**config.mk**
```make
export PLATFORM = sky130hd
export DESIGN_NAME = rpo_top
export DESIGN_NICKNAME = d
export VERILOG_FILES = /design/src/rpo_pkg.sv /design/src/rpo_fifo.sv /design/src/rpo_top.sv
export VERILOG_INCLUDE_DIRS = /design/src /design/src/src
export SDC_FILE = /design/constraint.sdc
export NUM_CORES = 1
export LEC_CHECK = 0
export BUFFER_PORTS_ARGS = -buffer_cell sky130_fd_sc_hd__buf_4
export CORE_MARGIN = 2
export CORE_UTILIZATION = 50
export CTS_BUF_LIST = sky130_fd_sc_hd__clkbuf_4
export CTS_CLUSTER_SIZE = 10
export DETAILED_ROUTE_END_ITERATION = 12
export PLACE_DENSITY_LB_ADDON = 0.05
export SLEW_MARGIN = 20
export SYNTH_ARGS = -nofsm -noshare
export SYNTH_HDL_FRONTEND = slang
export SYNTH_SLANG_ARGS = --single-unit
```
**constraint.sdc**
```tcl
create_clock -name clk_sys -period 4.3 [get_ports clk_sys]
set_input_delay 0.43 -clock clk_sys [delete_from_list [all_inputs] [get_ports clk_sys]]
set_output_delay 0.43 -clock clk_sys [all_outputs]
set_load 0.01 [all_outputs]
```
**src/rpo_map.svh**
```systemverilog
`ifndef RPO_MAP_SVH
`define RPO_MAP_SVH

// System clock period and the character clock made when the FIFO is bypassed
`define RPO_CLK_SYS_NS      4
`define RPO_CHAR_CLK_NS     40
`define RPO_CHAR_CYC        ((`RPO_CHAR_CLK_NS) / (`RPO_CLK_SYS_NS))
`define RPO_CHAR_HALF       ((`RPO_CHAR_CYC) / 2)

// Receive FIFO reset: consecutive sampled character clocks with reset low
`define RPO_RESET_SAMPLES   7

// Character buffer
`define RPO_FIFO_DEPTH      8

// Bit positions inside the synchronised pin vector
`define RPO_SY_HCLK         8
`define RPO_SY_OE           7
`define RPO_SY_RST_N        6
`define RPO_SY_CS_N         5
`define RPO_SY_W8           4
`define RPO_SY_DEC          3
`define RPO_SY_FIFO         2
`define RPO_SY_POL          1
`define RPO_SY_BIST_N       0
`define RPO_SY_WIDTH        9

// Reset values of the output registers
`define RPO_PINS_RST        12'h000
`define RPO_DATA_RST        10'h000
`define RPO_CMD_RST         4'h0

`endif

```
**src/rpo_pkg.sv**
```systemverilog
package rpo_pkg;

  // One received character as handed over by the decoder
  typedef struct packed {
    logic [11:0] raw;       // Undecoded 10- or 12-bit character
    logic [9:0]  data;      // Decoded data value
    logic [3:0]  cmd;       // Decoded command value
    logic        is_cmd;    // Character is a command
    logic        viol;      // Coding rule broken
    logic        mismatch;  // Self-test compare failed
  } rpo_char_t;

  // Static configuration after synchronisation
  typedef struct packed {
    logic w8;       // Eight-bit characters
    logic dec_en;   // Decoder in use
    logic fifo_en;  // Receive FIFO in use
    logic pol_hi;   // Output enable active high
    logic bist;     // Self-test running
  } rpo_mode_t;

  // FIFO reset sequencer
  typedef enum logic [2:0] {
    RST_RUN   = 3'b001,
    RST_ARM   = 3'b010,
    RST_FLUSH = 3'b100
  } rpo_rst_state_t;

endpackage

```
**src/rpo_fifo.sv**
```systemverilog
`timescale 1ns/1ps

module rpo_fifo #(
  parameter int W = 8,
  parameter int D = 8
) (
  // Clock and reset
  input  wire logic         clk_sys,
  input  wire logic         arst_n,
  input  wire logic         clear,
  // Fill side
  input  wire logic         in_valid,
  output logic              in_ready,
  input  wire logic [W-1:0] in_data,
  // Drain side
  output logic              out_valid,
  input  wire logic         out_ready,
  output logic [W-1:0]      out_data
);

  localparam int AW = $clog2(D);

  logic [W-1:0] mem [D];
  logic [AW:0]  wr_ptr_reg;
  logic [AW:0]  rd_ptr_reg;
  logic         push;
  logic         pop;

  // Full when the pointers differ only in the wrap bit
  assign in_ready  = !((wr_ptr_reg[AW] != rd_ptr_reg[AW]) &&
                       (wr_ptr_reg[AW-1:0] == rd_ptr_reg[AW-1:0]));
  assign out_valid = (wr_ptr_reg != rd_ptr_reg);
  assign push      = in_valid && in_ready && !clear;
  assign pop       = out_valid && out_ready && !clear;
  assign out_data  = mem[rd_ptr_reg[AW-1:0]];

  // Storage, no reset needed
  always_ff @(posedge clk_sys) begin
    if (push) begin
      mem[wr_ptr_reg[AW-1:0]] <= in_data;
    end
  end

  // Write pointer
  always_ff @(posedge clk_sys or negedge arst_n) begin
    if (!arst_n) begin
      wr_ptr_reg <= '0;
    end else if (clear) begin
      wr_ptr_reg <= '0;
    end else if (push) begin
      wr_ptr_reg <= wr_ptr_reg + (AW+1)'(1);
    end
  end

  // Read pointer
  always_ff @(posedge clk_sys or negedge arst_n) begin
    if (!arst_n) begin
      rd_ptr_reg <= '0;
    end else if (clear) begin
      rd_ptr_reg <= '0;
    end else if (pop) begin
      rd_ptr_reg <= rd_ptr_reg + (AW+1)'(1);
    end
  end

endmodule

```
**src/rpo_top.sv**
```systemverilog
`timescale 1ns/1ps
`include "rpo_map.svh"

// Overview of operation
// RULE_01: Eight-bit decoded: pins nine and eight carry command bits two and three.
// RULE_02: Ten-bit decoded: pins nine and eight carry data bits nine and eight.
// RULE_03: Bypassed decoder: pins nine and eight carry raw bits nine and eight.
// RULE_04: Decoded: pins eleven and ten carry command bits one and zero.
// RULE_05: Eight-bit bypassed: pins eleven and ten are driven low.
// RULE_06: Ten-bit bypassed: pins eleven and ten carry raw bits eleven and ten.
// RULE_07: Outputs change on the rising edge of the character clock.
// RULE_08: Output enable three-states data, command, flag and violation pins.
// RULE_09: Select after chip select low; drive next edge, release on deassert.
// RULE_10: Output enable polarity follows the external FIFO select input.
// RULE_11: A character is delivered after each edge with enable active.
// RULE_12: Eight-bit: flag high means new command, low means new data.
// RULE_13: Ten-bit: flag high means new command, low means new data.
// RULE_14: Bypassed decoder: command or data flag has no function.
// RULE_15: Violation pulses one character period, data and command held.
// RULE_16: In self-test the violation pin reports compare mismatches.
// RULE_17: Bypassed decoder holds violation low; enable three-states it.
// RULE_18: Seven sampled clocks of reset low with conditions start FIFO reset.
// RULE_19: Reset raises empty flag and zeroes counters and pointers.
// RULE_20: Empty flag stays high until a new character is written.
// RULE_21: While reset stays low the FIFO stores nothing.
// RULE_22: With FIFO bypassed the reset input is ignored.
// RULE_23: Bypassed FIFO: device drives a free running character clock.
// RULE_24: Commands leave the low eight data pins undisturbed.
// RULE_25: Enable and reset inputs are sampled on character clock rises.
// RULE_26: Every output holds its last value between updates.
module rpo_top (
  // System clock and reset
  input  wire logic              clk_sys,
  input  wire logic              arst_n,
  // Characters from the decoder
  input  wire rpo_pkg::rpo_char_t src_char,
  input  wire logic              src_valid,
  output logic                   src_ready,
  // Static configuration pins
  input  wire logic              char_width_select,
  input  wire logic              codec_bypass_n,
  input  wire logic              fifo_bypass_n,
  input  wire logic              ext_fifo_polarity_sel,
  input  wire logic              rx_selftest_enable_n,
  // Host control pins
  input  wire logic              chip_select_n,
  input  wire logic              rx_output_enable,
  input  wire logic              rx_fifo_reset_n,
  // Character clock pin
  input  wire logic              receive_char_clock_in,
  output logic                   receive_char_clock_out,
  output logic                   receive_char_clock_oe,
  // Parallel receive outputs
  output logic [9:0]             rx_char_out,
  output logic [1:0]             rx_command_out,
  output logic                   rx_cmd_or_data_flag,
  output logic                   code_violation,
  output logic                   rx_bus_oe,
  // Status
  output logic                   rx_fifo_empty_flag
);

  localparam logic [3:0] CHAR_CYC  = 4'(`RPO_CHAR_CYC);
  localparam logic [3:0] CHAR_HALF = 4'(`RPO_CHAR_HALF);
  localparam logic [2:0] RST_LAST  = 3'(`RPO_RESET_SAMPLES - 1);

  // Map held decoded values or a raw character onto the twelve pins
  function automatic logic [11:0] pin_map(input logic        w8,
                                          input logic        dec,
                                          input logic [9:0]  d,
                                          input logic [3:0]  c,
                                          input logic [11:0] raw);
    logic [11:0] p;
    p = 12'h000;
    if (!dec) begin
      // RULE_03: raw ninth and tenth bits
      p[9:0] = raw[9:0];
      // RULE_05: eight-bit bypass drives low; RULE_06: raw top bits
      p[11:10] = w8 ? 2'h0 : raw[11:10];
    end else begin
      // RULE_04: command bits one and zero on upper pins
      p[11:10] = c[1:0];
      // RULE_24: low data pins always carry held data
      p[7:0] = d[7:0];
      if (w8) begin
        // RULE_01: command bits two and three, swapped order
        p[9] = c[2];
        p[8] = c[3];
      end else begin
        // RULE_02: data bits nine and eight
        p[9:8] = d[9:8];
      end
    end
    return p;
  endfunction

  logic [`RPO_SY_WIDTH-1:0] sy1_reg;
  logic [`RPO_SY_WIDTH-1:0] sy2_reg;
  logic [`RPO_SY_WIDTH-1:0] pin_raw;
  rpo_pkg::rpo_mode_t       mode;
  logic                     hclk_d_reg;
  logic                     host_rise;
  logic [3:0]               div_cnt_reg;
  logic                     div_rise;
  logic                     clk_out_reg;
  logic                     rx_edge;
  logic                     en_active;
  logic                     cs_low;
  logic                     rst_low;
  logic                     cs_seen_reg;
  logic                     drive_reg;
  logic                     take;
  logic                     pop;
  logic                     viol_now;
  logic [11:0]              pins_reg;
  logic [9:0]               data_reg;
  logic [3:0]               cmd_reg;
  logic                     flag_reg;
  logic                     viol_reg;
  rpo_pkg::rpo_rst_state_t  rst_state_reg;
  logic [2:0]               rst_cnt_reg;
  logic                     rst_cond;
  logic                     in_reset;
  logic                     empty_reg;
  logic                     fifo_in_ready;
  logic                     fifo_out_valid;
  rpo_pkg::rpo_char_t       head;

  // Every configuration, host control and clock pin passes two flops before use
  assign pin_raw = {receive_char_clock_in, rx_output_enable, rx_fifo_reset_n,
                    chip_select_n, char_width_select, codec_bypass_n,
                    fifo_bypass_n, ext_fifo_polarity_sel, rx_selftest_enable_n};

  always_ff @(posedge clk_sys or negedge arst_n) begin
    if (!arst_n) begin
      sy1_reg <= '0;
      sy2_reg <= '0;
    end else begin
      sy1_reg <= pin_raw;
      sy2_reg <= sy1_reg;
    end
  end

  // Decoded configuration
  assign mode.w8      = sy2_reg[`RPO_SY_W8];
  assign mode.dec_en  = sy2_reg[`RPO_SY_DEC];
  assign mode.fifo_en = sy2_reg[`RPO_SY_FIFO];
  assign mode.pol_hi  = sy2_reg[`RPO_SY_POL];
  assign mode.bist    = !sy2_reg[`RPO_SY_BIST_N];
  assign cs_low       = !sy2_reg[`RPO_SY_CS_N];
  assign rst_low      = !sy2_reg[`RPO_SY_RST_N];

  // RULE_10: enable polarity set by the external FIFO select
  assign en_active = mode.pol_hi ? sy2_reg[`RPO_SY_OE] : !sy2_reg[`RPO_SY_OE];

  // Host clock edge finder, reads only the second sync flop
  always_ff @(posedge clk_sys or negedge arst_n) begin
    if (!arst_n) begin
      hclk_d_reg <= 1'b0;
    end else begin
      hclk_d_reg <= sy2_reg[`RPO_SY_HCLK];
    end
  end
  assign host_rise = sy2_reg[`RPO_SY_HCLK] && !hclk_d_reg;

  // RULE_23: free running character clock divider
  always_ff @(posedge clk_sys or negedge arst_n) begin
    if (!arst_n) begin
      div_cnt_reg <= 4'h0;
      clk_out_reg <= 1'b0;
    end else begin
      div_cnt_reg <= (div_cnt_reg == CHAR_CYC - 4'h1) ? 4'h0 : div_cnt_reg + 4'h1;
      if (div_cnt_reg == CHAR_CYC - 4'h1) begin
        clk_out_reg <= 1'b1;
      end else if (div_cnt_reg == CHAR_HALF - 4'h1) begin
        clk_out_reg <= 1'b0;
      end
    end
  end
  assign div_rise = (div_cnt_reg == CHAR_CYC - 4'h1);

  // RULE_23: pin driven only while the FIFO is bypassed
  assign receive_char_clock_out = clk_out_reg;
  assign receive_char_clock_oe  = !mode.fifo_en;

  // RULE_07: one update event per character clock rise
  // RULE_25: enable and reset looked at only on this event
  assign rx_edge = mode.fifo_en ? host_rise : div_rise;

  // RULE_09: selection follows chip select sampled low one edge earlier
  always_ff @(posedge clk_sys or negedge arst_n) begin
    if (!arst_n) begin
      cs_seen_reg <= 1'b0;
      drive_reg   <= 1'b0;
    end else if (rx_edge) begin
      cs_seen_reg <= cs_low;
      if (!en_active) begin
        drive_reg <= 1'b0;
      end else if (cs_seen_reg) begin
        drive_reg <= 1'b1;
      end
    end
  end

  // RULE_08: one enable for data, command, flag and violation
  assign rx_bus_oe = drive_reg;

  // RULE_11: take a character at each edge with enable active once chip select was seen low or the bus is driven
  assign take     = rx_edge && en_active && (cs_seen_reg || drive_reg);
  assign pop      = take && fifo_out_valid && !in_reset;
  // RULE_16: self-test mismatches take the violation pin
  // RULE_17: no violations while the decoder is bypassed, except self-test mismatches
  assign viol_now = mode.bist ? head.mismatch : (mode.dec_en && head.viol);

  // RULE_15: violation held one character period, outputs frozen
  always_ff @(posedge clk_sys or negedge arst_n) begin
    if (!arst_n) begin
      viol_reg <= 1'b0;
    end else if (rx_edge) begin
      viol_reg <= pop && viol_now;
    end
  end

  // RULE_12: eight-bit flag and group update
  // RULE_13: ten-bit flag and group update
  // RULE_26: groups hold until the next delivered character
  always_ff @(posedge clk_sys or negedge arst_n) begin
    if (!arst_n) begin
      data_reg <= `RPO_DATA_RST;
      cmd_reg  <= `RPO_CMD_RST;
      pins_reg <= `RPO_PINS_RST;
      flag_reg <= 1'b0;
    end else if (pop && !viol_now) begin
      if (!mode.dec_en) begin
        // RULE_14: flag has no function in bypass
        flag_reg <= 1'b0;
        pins_reg <= pin_map(mode.w8, 1'b0, data_reg, cmd_reg, head.raw);
      end else if (head.is_cmd) begin
        cmd_reg  <= head.cmd;
        flag_reg <= 1'b1;
        pins_reg <= pin_map(mode.w8, 1'b1, data_reg, head.cmd, head.raw);
      end else begin
        data_reg <= head.data;
        flag_reg <= 1'b0;
        pins_reg <= pin_map(mode.w8, 1'b1, head.data, cmd_reg, head.raw);
      end
    end
  end

  assign rx_char_out         = pins_reg[9:0];
  assign rx_command_out      = pins_reg[11:10];
  assign rx_cmd_or_data_flag = flag_reg;
  assign code_violation      = viol_reg;

  // RULE_18: qualifying conditions for the reset count
  assign rst_cond = mode.fifo_en && rst_low && !en_active && cs_low;

  // RULE_18: count seven sampled clocks then start the reset
  // RULE_22: bypassed FIFO forces the sequencer idle
  always_ff @(posedge clk_sys or negedge arst_n) begin
    if (!arst_n) begin
      rst_state_reg <= rpo_pkg::RST_RUN;
      rst_cnt_reg   <= 3'h0;
    end else if (!mode.fifo_en) begin
      rst_state_reg <= rpo_pkg::RST_RUN;
      rst_cnt_reg   <= 3'h0;
    end else if (rx_edge) begin
      unique case (rst_state_reg)
        rpo_pkg::RST_RUN, rpo_pkg::RST_ARM: begin
          if (!rst_cond) begin
            rst_state_reg <= rpo_pkg::RST_RUN;
            rst_cnt_reg   <= 3'h0;
          end else if (rst_cnt_reg == RST_LAST) begin
            // RULE_19: interface counter zeroed on entry
            rst_state_reg <= rpo_pkg::RST_FLUSH;
            rst_cnt_reg   <= 3'h0;
          end else begin
            rst_state_reg <= rpo_pkg::RST_ARM;
            rst_cnt_reg   <= rst_cnt_reg + 3'h1;
          end
        end
        rpo_pkg::RST_FLUSH: begin
          // RULE_21: reset lasts while the input stays low
          if (!rst_low) begin
            rst_state_reg <= rpo_pkg::RST_RUN;
          end
        end
        default: begin
          rst_state_reg <= rpo_pkg::RST_RUN;
          rst_cnt_reg   <= 3'h0;
        end
      endcase
    end
  end

  assign in_reset = (rst_state_reg == rpo_pkg::RST_FLUSH);

  // RULE_21: no store while in reset; back-pressure reaches the decoder
  assign src_ready = fifo_in_ready && !in_reset;

  // RULE_19: empty raised at once on reset
  // RULE_20: stays raised until a character is written
  always_ff @(posedge clk_sys or negedge arst_n) begin
    if (!arst_n) begin
      empty_reg <= 1'b1;
    end else begin
      empty_reg <= in_reset || !fifo_out_valid;
    end
  end
  assign rx_fifo_empty_flag = empty_reg;

  // RULE_19: pointers cleared by the reset sequence
  rpo_fifo #(
    .W ($bits(rpo_pkg::rpo_char_t)),
    .D (`RPO_FIFO_DEPTH)
  ) u_fifo (
    .clk_sys   (clk_sys),
    .arst_n    (arst_n),
    .clear     (in_reset),
    .in_valid  (src_valid && !in_reset),
    .in_ready  (fifo_in_ready),
    .in_data   (src_char),
    .out_valid (fifo_out_valid),
    .out_ready (pop),
    .out_data  (head)
  );

  // Checks kept beside the logic
  AST_VIOL_ONE_PERIOD: assert property (@(posedge clk_sys) disable iff (!arst_n) // RULE_15
    viol_reg && rx_edge && !(pop && viol_now) |=> !viol_reg)
    else $error("violation outlived one character period");

  AST_VIOL_HOLDS_PINS: assert property (@(posedge clk_sys) disable iff (!arst_n) // RULE_15
    pop && viol_now |=> viol_reg && (pins_reg == $past(pins_reg)) && $stable(flag_reg))
    else $error("outputs changed on a violating character");

  AST_SELFTEST_REPORT: assert property (@(posedge clk_sys) disable iff (!arst_n) // RULE_16
    pop && mode.bist && head.mismatch |=> viol_reg)
    else $error("self-test mismatch not reported");

  AST_BYPASS_NO_VIOL: assert property (@(posedge clk_sys) disable iff (!arst_n) // RULE_17
    rx_edge && !mode.dec_en && !mode.bist |=> !viol_reg)
    else $error("violation raised with decoder bypassed");

  AST_UPPER_LOW_BYP8: assert property (@(posedge clk_sys) disable iff (!arst_n) // RULE_05
    pop && !viol_now && !mode.dec_en && mode.w8 |=> pins_reg[11:10] == 2'h0 && !flag_reg)
    else $error("upper pins not low in eight-bit bypass");

  AST_CMD_KEEPS_DATA: assert property (@(posedge clk_sys) disable iff (!arst_n) // RULE_24
    pop && !viol_now && mode.dec_en && head.is_cmd
    |=> flag_reg && (pins_reg[7:0] == $past(pins_reg[7:0])) && (cmd_reg == $past(head.cmd)))
    else $error("command disturbed data pins");

  AST_RESET_AFTER_SEVEN: assert property (@(posedge clk_sys) disable iff (!arst_n) // RULE_18
    rx_edge && rst_cond && rst_state_reg != rpo_pkg::RST_FLUSH && rst_cnt_reg == RST_LAST
    |=> in_reset)
    else $error("FIFO reset not started after seven samples");

  AST_EMPTY_IN_RESET: assert property (@(posedge clk_sys) disable iff (!arst_n) // RULE_20
    in_reset |=> rx_fifo_empty_flag ##1 rx_fifo_empty_flag)
    else $error("empty flag dropped during reset");

  AST_NO_STORE_IN_RESET: assert property (@(posedge clk_sys) disable iff (!arst_n) // RULE_21
    in_reset |-> !src_ready)
    else $error("character accepted while in reset");

  AST_BYPASS_IGNORES_RST: assert property (@(posedge clk_sys) disable iff (!arst_n) // RULE_22
    !mode.fifo_en |=> !in_reset && rst_cnt_reg == 3'h0)
    else $error("reset sequence ran with FIFO bypassed");

  AST_RELEASE_ON_DEASSERT: assert property (@(posedge clk_sys) disable iff (!arst_n) // RULE_09
    rx_edge && !en_active |=> !rx_bus_oe)
    else $error("bus still driven after enable dropped");

endmodule
```
==> flow_summary_export.csv, run 1 <==
group,metric,value,unit
cts,cts_resized,0,
global_routing,grt_pass1_vias,7061,
synth,ys_seq_area_frac,0.737,
worst_setup_path,startpoint,"u_fifo.rd_ptr_reg[1]$_DFFE_PN0P_",
worst_setup_path,path_max_fanout,36,
power,total_power,8.89,mW
global_routing,antenna_found_initial,1,
worst_setup_path,critical_path_class,"register to register",
worst_setup_path,r2r_slack,1.06,ns
cells_and_area,multiInputGateArea,0.00298,mm²
power,comb_power_share,0.276,
worst_setup_path,r2r_cells,5,
worst_setup_path,crit_path_end_kind,"register",
worst_setup_path,slowest_delay,0.80,ns
placed_design,placed_area,0.0127,mm²
cells_and_area,synthToLayoutAreaGrowth,19.1,%
routing,drc,0,
global_routing,grt_max_degree,70,
timing,fmax,0.309,GHz
cts,root_buffer,"clkbuf_4",
cells_and_area,seq_area,0.00870,mm²
placed_design,gp_congestion,0.782,
worst_hold_path,hold_path_class,"input port to register",
floorplan,die_x,158,µm
timing,finalHoldViolCount,0,
placed_design,port_buffers,59,
synth,netlist_instances,678,
floorplan,start_util,0.506,
global_routing,grt-ovfl-total,0,
worst_setup_path,worstSetupStartpointType,"register",
synth,synth_area,0.0118,mm²
routing,wl_met1,11.1,mm
cells_and_area,drive_gt1_frac,0.362,
routing,wl,25.1,mm
placed_design,hpwlAfterDp,15.0,mm
worst_setup_path,slowest_stage,"dfrtp_4",
synth,synth_nets,721,
cts,cts_sinks,301,
timing,rsz0062_at_grt,"no",
cells_and_area,largest_reg_flops,232,
timing,relSlewSlack,0.399,
worst_setup_path,timing.rr.start,"u_fifo.rd_ptr_reg[1]$_DFFE_PN0P_",
routing,wire_per_inst,20.7,µm
timing,fin_setup_tns,0,ns
synth,ys_types,50,
timing,hold-worst-slack,0.0357,ns
timing,setup_viol,0,
power,p_sw,2.75,mW
worst_setup_path,crit_arrival,3.57,ns
power,pwr-share-seq,0.447,
cells_and_area,nets,881,
power,p_int,6.14,mW
synth,ys_ff_latch,301,
timing,skew,0.0365,ns
power,power_density,632,mW/mm²
routing,vias_per_cell,5.39,
routing,drt-pass1-iter-count,4,
power,power_leakage,5.06,nW
routing,drt_iter0_drc,419,
worst_setup_path,critPathTopFamily,"simple AND/OR/NAND/NOR gates",
timing,slew_viol_final,0,
cts,cts_tree,"built",
routing,routed-wl-met3,1.07,mm
cts,cts_max_path_buffers,3,
routing,wl_met2,12.4,mm
global_routing,track_usage,0.214,
floorplan,die_h,158,µm
routing,drtAntennaViolNets,0,
power,pwr-share-clk,0.277,
run_status,status,"finished, final reports clean",
cts,clk_latency,0.67,ns
synth,syn_area_per_cell,17.4,µm²
routing,vias,6541,
floorplan,num_io_pins,60,
worst_setup_path,cp_cell_sequence,"xnor2_1, a41oi_1, nand3_1, nor2_4, buf_4",
flow_run,drv_cap,0,
timing,tightestPinTransition,0.901,ns
floorplan,dieArea,0.0248,mm²
power,p_sw_frac,0.309,
synth,ys.flop_type,"edfxtp_1",
cells_and_area,finish.instance_area,0.0141,mm²
cells_and_area,fin_util,0.602,
worst_setup_path,worstPathRequired,4.63,ns
synth,async_flop_share,0.229,
worst_setup_path,path_buf_inv,1,
cts,cts_made_buffers,78,
cts,clk_pin_slew,0.08,ns
cells_and_area,fillers,1863,
global_routing,grt_pass1_wl,39.2,mm
worst_setup_path,endpoint,"u_fifo.mem[5][4]$_DFFE_PP_",
floorplan,row_count,56,
synth,synth-edff-count,232,
worst_setup_path,path_depth,5,
routing,top_layer,"met4",
power,ir_drop,0.000325,V
cts,h-tree-depth,3,
worst_setup_path,r2r-end,"u_fifo.mem[5][4]$_DFFE_PP_",
timing,finalCriticalPeriod,3.24,ns
timing,fin_crit_sh,0.753,
synth,ys_warn_count,0,
floorplan,fp.coreArea,0.0233,mm²
-- final cells by class --
type,count,share of cell area
Sequential cell,301,0.619
Multi-Input combinational cell,337,0.212
Timing Repair Buffer,111,0.0661
Clock buffer,118,0.0630
Tap cell,319,0.0284
Clock inverter,17,0.00855
Inverter,9,0.00240
Antenna cell,1,0.000178
-- power groups by stage --
stage | combinational, mW | clock, mW | sequential, mW
finish | 2.45 | 2.46 | 3.97
global route | 2.66 | 2.69 | 4.02
CTS | 2.48 | 2.54 | 3.98
detailed placement | 2.44 | 0 | 4.03
global placement | 2.41 | 0 | 4.01
floorplan | 1.74 | 0 | 3.89
-- cells in the mapped netlist, types with 12 or more instances --
library cell,n,share of area
edfxtp_1,232,0.59
clkbuf_1,15,0.0048
o21ai_0,21,0.0089
o22ai_1,23,0.012
dfrtp_1,67,0.14
nand2_1,35,0.011
a21oi_1,21,0.0089
nor2_1,30,0.0095
nand2b_1,12,0.0064
mux2_2,70,0.067
mux4_2,34,0.065
a31oi_1,12,0.0064
-- what timing repair did --
item,in CTS,in global routing
endpoints found under the hold margin,274,0
hold buffers,38,0
buffers inserted,0,0
endpoints found under the setup margin,0,0
-- cell usage in the layout (no fill, tap or decap), drive strengths merged, types with 6 or more instances in the layout --
master and n:
nor2 30, nor3 6, mux2i 6, buf 73, nand3 10, dfrtp 67
edfxtp 232, dlygate4sd3 38, clkinv 15, clkbuf 118, nand2 35, mux4 34
a31oi 12, a21oi 21, inv 9, o211ai 9, nand2b 12, o21ai 21
mux2 70, o22ai 23
-- kinds of logic after synthesis --
kind of cell    Yosys count  share of synthesized area
simple gates            113                     0.0476
buf+inv                  40                     0.0151
mux                     110                      0.137
compound gates          102                     0.0540
xor+xnor                 10                    0.00742
flops                   301                      0.737
fa+ha+maj                 2                    0.00212
-- per-layer routing --
| metal | track usage | vias to the layer above |
|---|---|---|
| met5 | 0 | - |
| met4 | 0.0887 | 0 |
| met3 | 0.0416 | 37 |
| met2 | 0.345 | 150 |
| met1 | 0.290 | 3319 |
| li1 | - | 3035 |
-- through the flow --
step / setup WS [ns] / std cells
after floorplan: 0.142 / 678
after global placement: 1.20 / 1038
after detailed placement: 1.09 / 1039
after CTS: 1.08 / 1212
after global routing: 0.892 / 1213
final: 1.06 / 1213
-- worst min path at each step --
| stage | startpoint | to | cells past startpoint |
|---|---|---|---|
| 2_1_floorplan | arst_n | cmd_reg[0]$_DFFE_PN0P_ | 0 |
| 3_3_place_gp | sy1_reg[1]$_DFF_PN0_ | sy2_reg[1]$_DFF_PN0_ | 0 |
| 3_5_place_dp | sy1_reg[2]$_DFF_PN0_ | sy2_reg[2]$_DFF_PN0_ | 0 |
| 4_1_cts | src_char[1] | u_fifo.mem[2][1]$_DFFE_PP_ | 1 |
| 5_1_grt | src_char[1] | u_fifo.mem[2][1]$_DFFE_PP_ | 1 |
| 6_report | src_char[1] | u_fifo.mem[7][1]$_DFFE_PP_ | 1 |
(Power assumes the default switching activity.)
==> run 2, diff against run 1 <==
==> constraint.sdc (replaced) <==
create_clock -name clk_sys -period 2.8 [get_ports clk_sys]
set_input_delay 0.28 -clock clk_sys [delete_from_list [all_inputs] [get_ports clk_sys]]
set_output_delay 0.28 -clock clk_sys [all_outputs]
set_load 0.01 [all_outputs]
==> run 2 against run 1 <==
Global-route usage rose by 0.15 points; count of clock-buffer cells in the layout fell by 3; via count rose by 2.0%; die area did not move; final area rose by 2.0%; clock skew rose by 0.015 ns; critical path depth rose by 2; clock power rose by 55%; largest power group unchanged; first-iteration DRC count rose by 9.5%.
==> flow_summary_export.csv, run 2 (same netlist as run 1, synthesis figures left out) <==
group,metric,value,unit
timing,rsz0062_at_grt,"no",
timing,skew,0.0517,ns
timing,relSlewSlack,0.320,
global_routing,grt-ovfl-total,0,
cells_and_area,synthToLayoutAreaGrowth,21.5,%
timing,fin_setup_tns,0,ns
worst_setup_path,worstPathRequired,3.35,ns
timing,hold-worst-slack,0.236,ns
floorplan,die_h,158,µm
cells_and_area,final_common_cell,"edfxtp_1",
timing,fmax,0.381,GHz
worst_hold_path,hold_path_class,"input port to asynchronous set/reset pin",
cts,cts_resized,0,
cts,clk_latency,0.71,ns
cells_and_area,drive_gt1_frac,0.371,
power,power_leakage,5.18,nW
global_routing,grt_pass1_vias,7030,
placed_design,placed_area,0.0129,mm²
floorplan,num_io_pins,60,
routing,drt-pass1-iter-count,5,
floorplan,die_x,158,µm
routing,drtAntennaViolNets,0,
routing,wire_per_inst,20.8,µm
routing,drc,0,
power,power_density,973,mW/mm²
placed_design,gp_congestion,0.746,
cts,cts_tree,"built",
global_routing,grt_max_degree,70,
floorplan,dieArea,0.0248,mm²
cts,holdBufCountCts,40,
worst_setup_path,path_max_fanout,54,
timing,tightestPinTransition,1.02,ns
cells_and_area,finish.instance_area,0.0143,mm²
run_status,status,"finished, final reports clean",
flow_run,drv_cap,0,
floorplan,fp.coreArea,0.0233,mm²
routing,vias_per_cell,5.40,
worst_setup_path,worstSetupStartpointType,"register",
cells_and_area,multiInputGateArea,0.00300,mm²
cells_and_area,largest_reg_flops,232,
cells_and_area,final_cell_mix,"232 x edfxtp_1, 115 x clkbuf_4, 83 x buf_4, 70 x mux2_2, 65 x dfrtp_1",
global_routing,grt_pass1_wl,39.1,mm
cells_and_area,nets,901,
global_routing,track_usage,0.216,
worst_setup_path,crit_path_end_kind,"register",
power,ir_drop,0.000470,V
cts,cts_sinks,301,
floorplan,start_util,0.506,
cts,cts_max_path_buffers,3,
timing,slew_viol_final,0,
placed_design,port_buffers,59,
cts,root_buffer,"clkbuf_4",
placed_design,hpwlAfterDp,15.0,mm
floorplan,row_count,56,
routing,drt_iter0_drc,459,
cells_and_area,seq_area,0.00870,mm²
cts,clk_pin_slew,0.07,ns
timing,fin_crit_sh,0.936,
timing,finalCriticalPeriod,2.62,ns
timing,finalHoldViolCount,0,
global_routing,antenna_found_initial,1,
worst_setup_path,critical_path_class,"register to register",
routing,vias,6669,
cts,cts_made_buffers,79,
worst_setup_path,crit_arrival,3.17,ns
cts,h-tree-depth,3,
cts,post-cts-setup-buffers,0,
routing,wl,25.7,mm
timing,setup_viol,0,
cells_and_area,fillers,1756,
-- run 2: worst paths after layout --
kind / start / end / slack, ns / cells past startpoint
max in group asynchronous: arst_n / u_fifo.rd_ptr_reg[1]$_DFFE_PN0P_ / 1.88 / 2
max reg2reg: u_fifo.rd_ptr_reg[1]$_DFFE_PN0P_ / data_reg[0]$_DFFE_PN0P_ / 0.18 / 7
min reg2reg: sy1_reg[0]$_DFF_PN0_ / sy2_reg[0]$_DFF_PN0_ / 0.34 / 0
min in group clk_sys: fifo_bypass_n / sy1_reg[2]$_DFF_PN0_ / 0.24 / 2
max: u_fifo.rd_ptr_reg[1]$_DFFE_PN0P_ / data_reg[0]$_DFFE_PN0P_ / 0.18 / 7
min: arst_n / rst_cnt_reg[1]$_DFFE_PN0P_ / 0.24 / 2
-- run 2: metal layers --
layer  vias up  global-route usage  part of all wire
met5         -                   0                 0
met4         0              0.0866             0.019
met3        45              0.0487             0.056
met2       203               0.334              0.47
met1      3345               0.300              0.45
li1       3076                   -                 -
-- run 2: per-stage QoR --
| step | util | total power [mW] | instances | worst slack [ns] |
|---|---|---|---|---|
| after detailed placement | 0.551 | 10.2 | 1054 | 0.198 |
| after floorplan | - | 8.67 | 678 | -0.200 |
| after CTS | 0.612 | 14.1 | 1233 | 0.146 |
| after global routing | 0.614 | 14.7 | 1236 | 0.0533 |
| after global placement | 0.551 | 10.1 | 1054 | 0.190 |
| final | 0.614 | 13.9 | 1236 | 0.178 |
-- run 2: power by group --
group	internal [mW]	switching, mW
registers	5.63	0.305
clock network	2.07	1.74
logic	1.88	2.31
total	9.59	4.36
-- run 2: layout make-up --
cell class                 count  area share
sequential                   301       0.607
multi-input combinational    337       0.210
clock buffer                 115      0.0602
antenna                        1    0.000175
clock inverter                24      0.0113
timing repair buffer         130      0.0817
inverter                       9     0.00236
tap                          319      0.0278
-- run 2: critical path, cell delays in order (launching register included) --
cell and delay [ns]:
dfrtp_4 0.43, buf_12 0.29, mux4_2 0.35, or2_2 0.30, a22o_2 0.31, nor3_4 0.16, buf_4 0.24, mux2_2 0.37
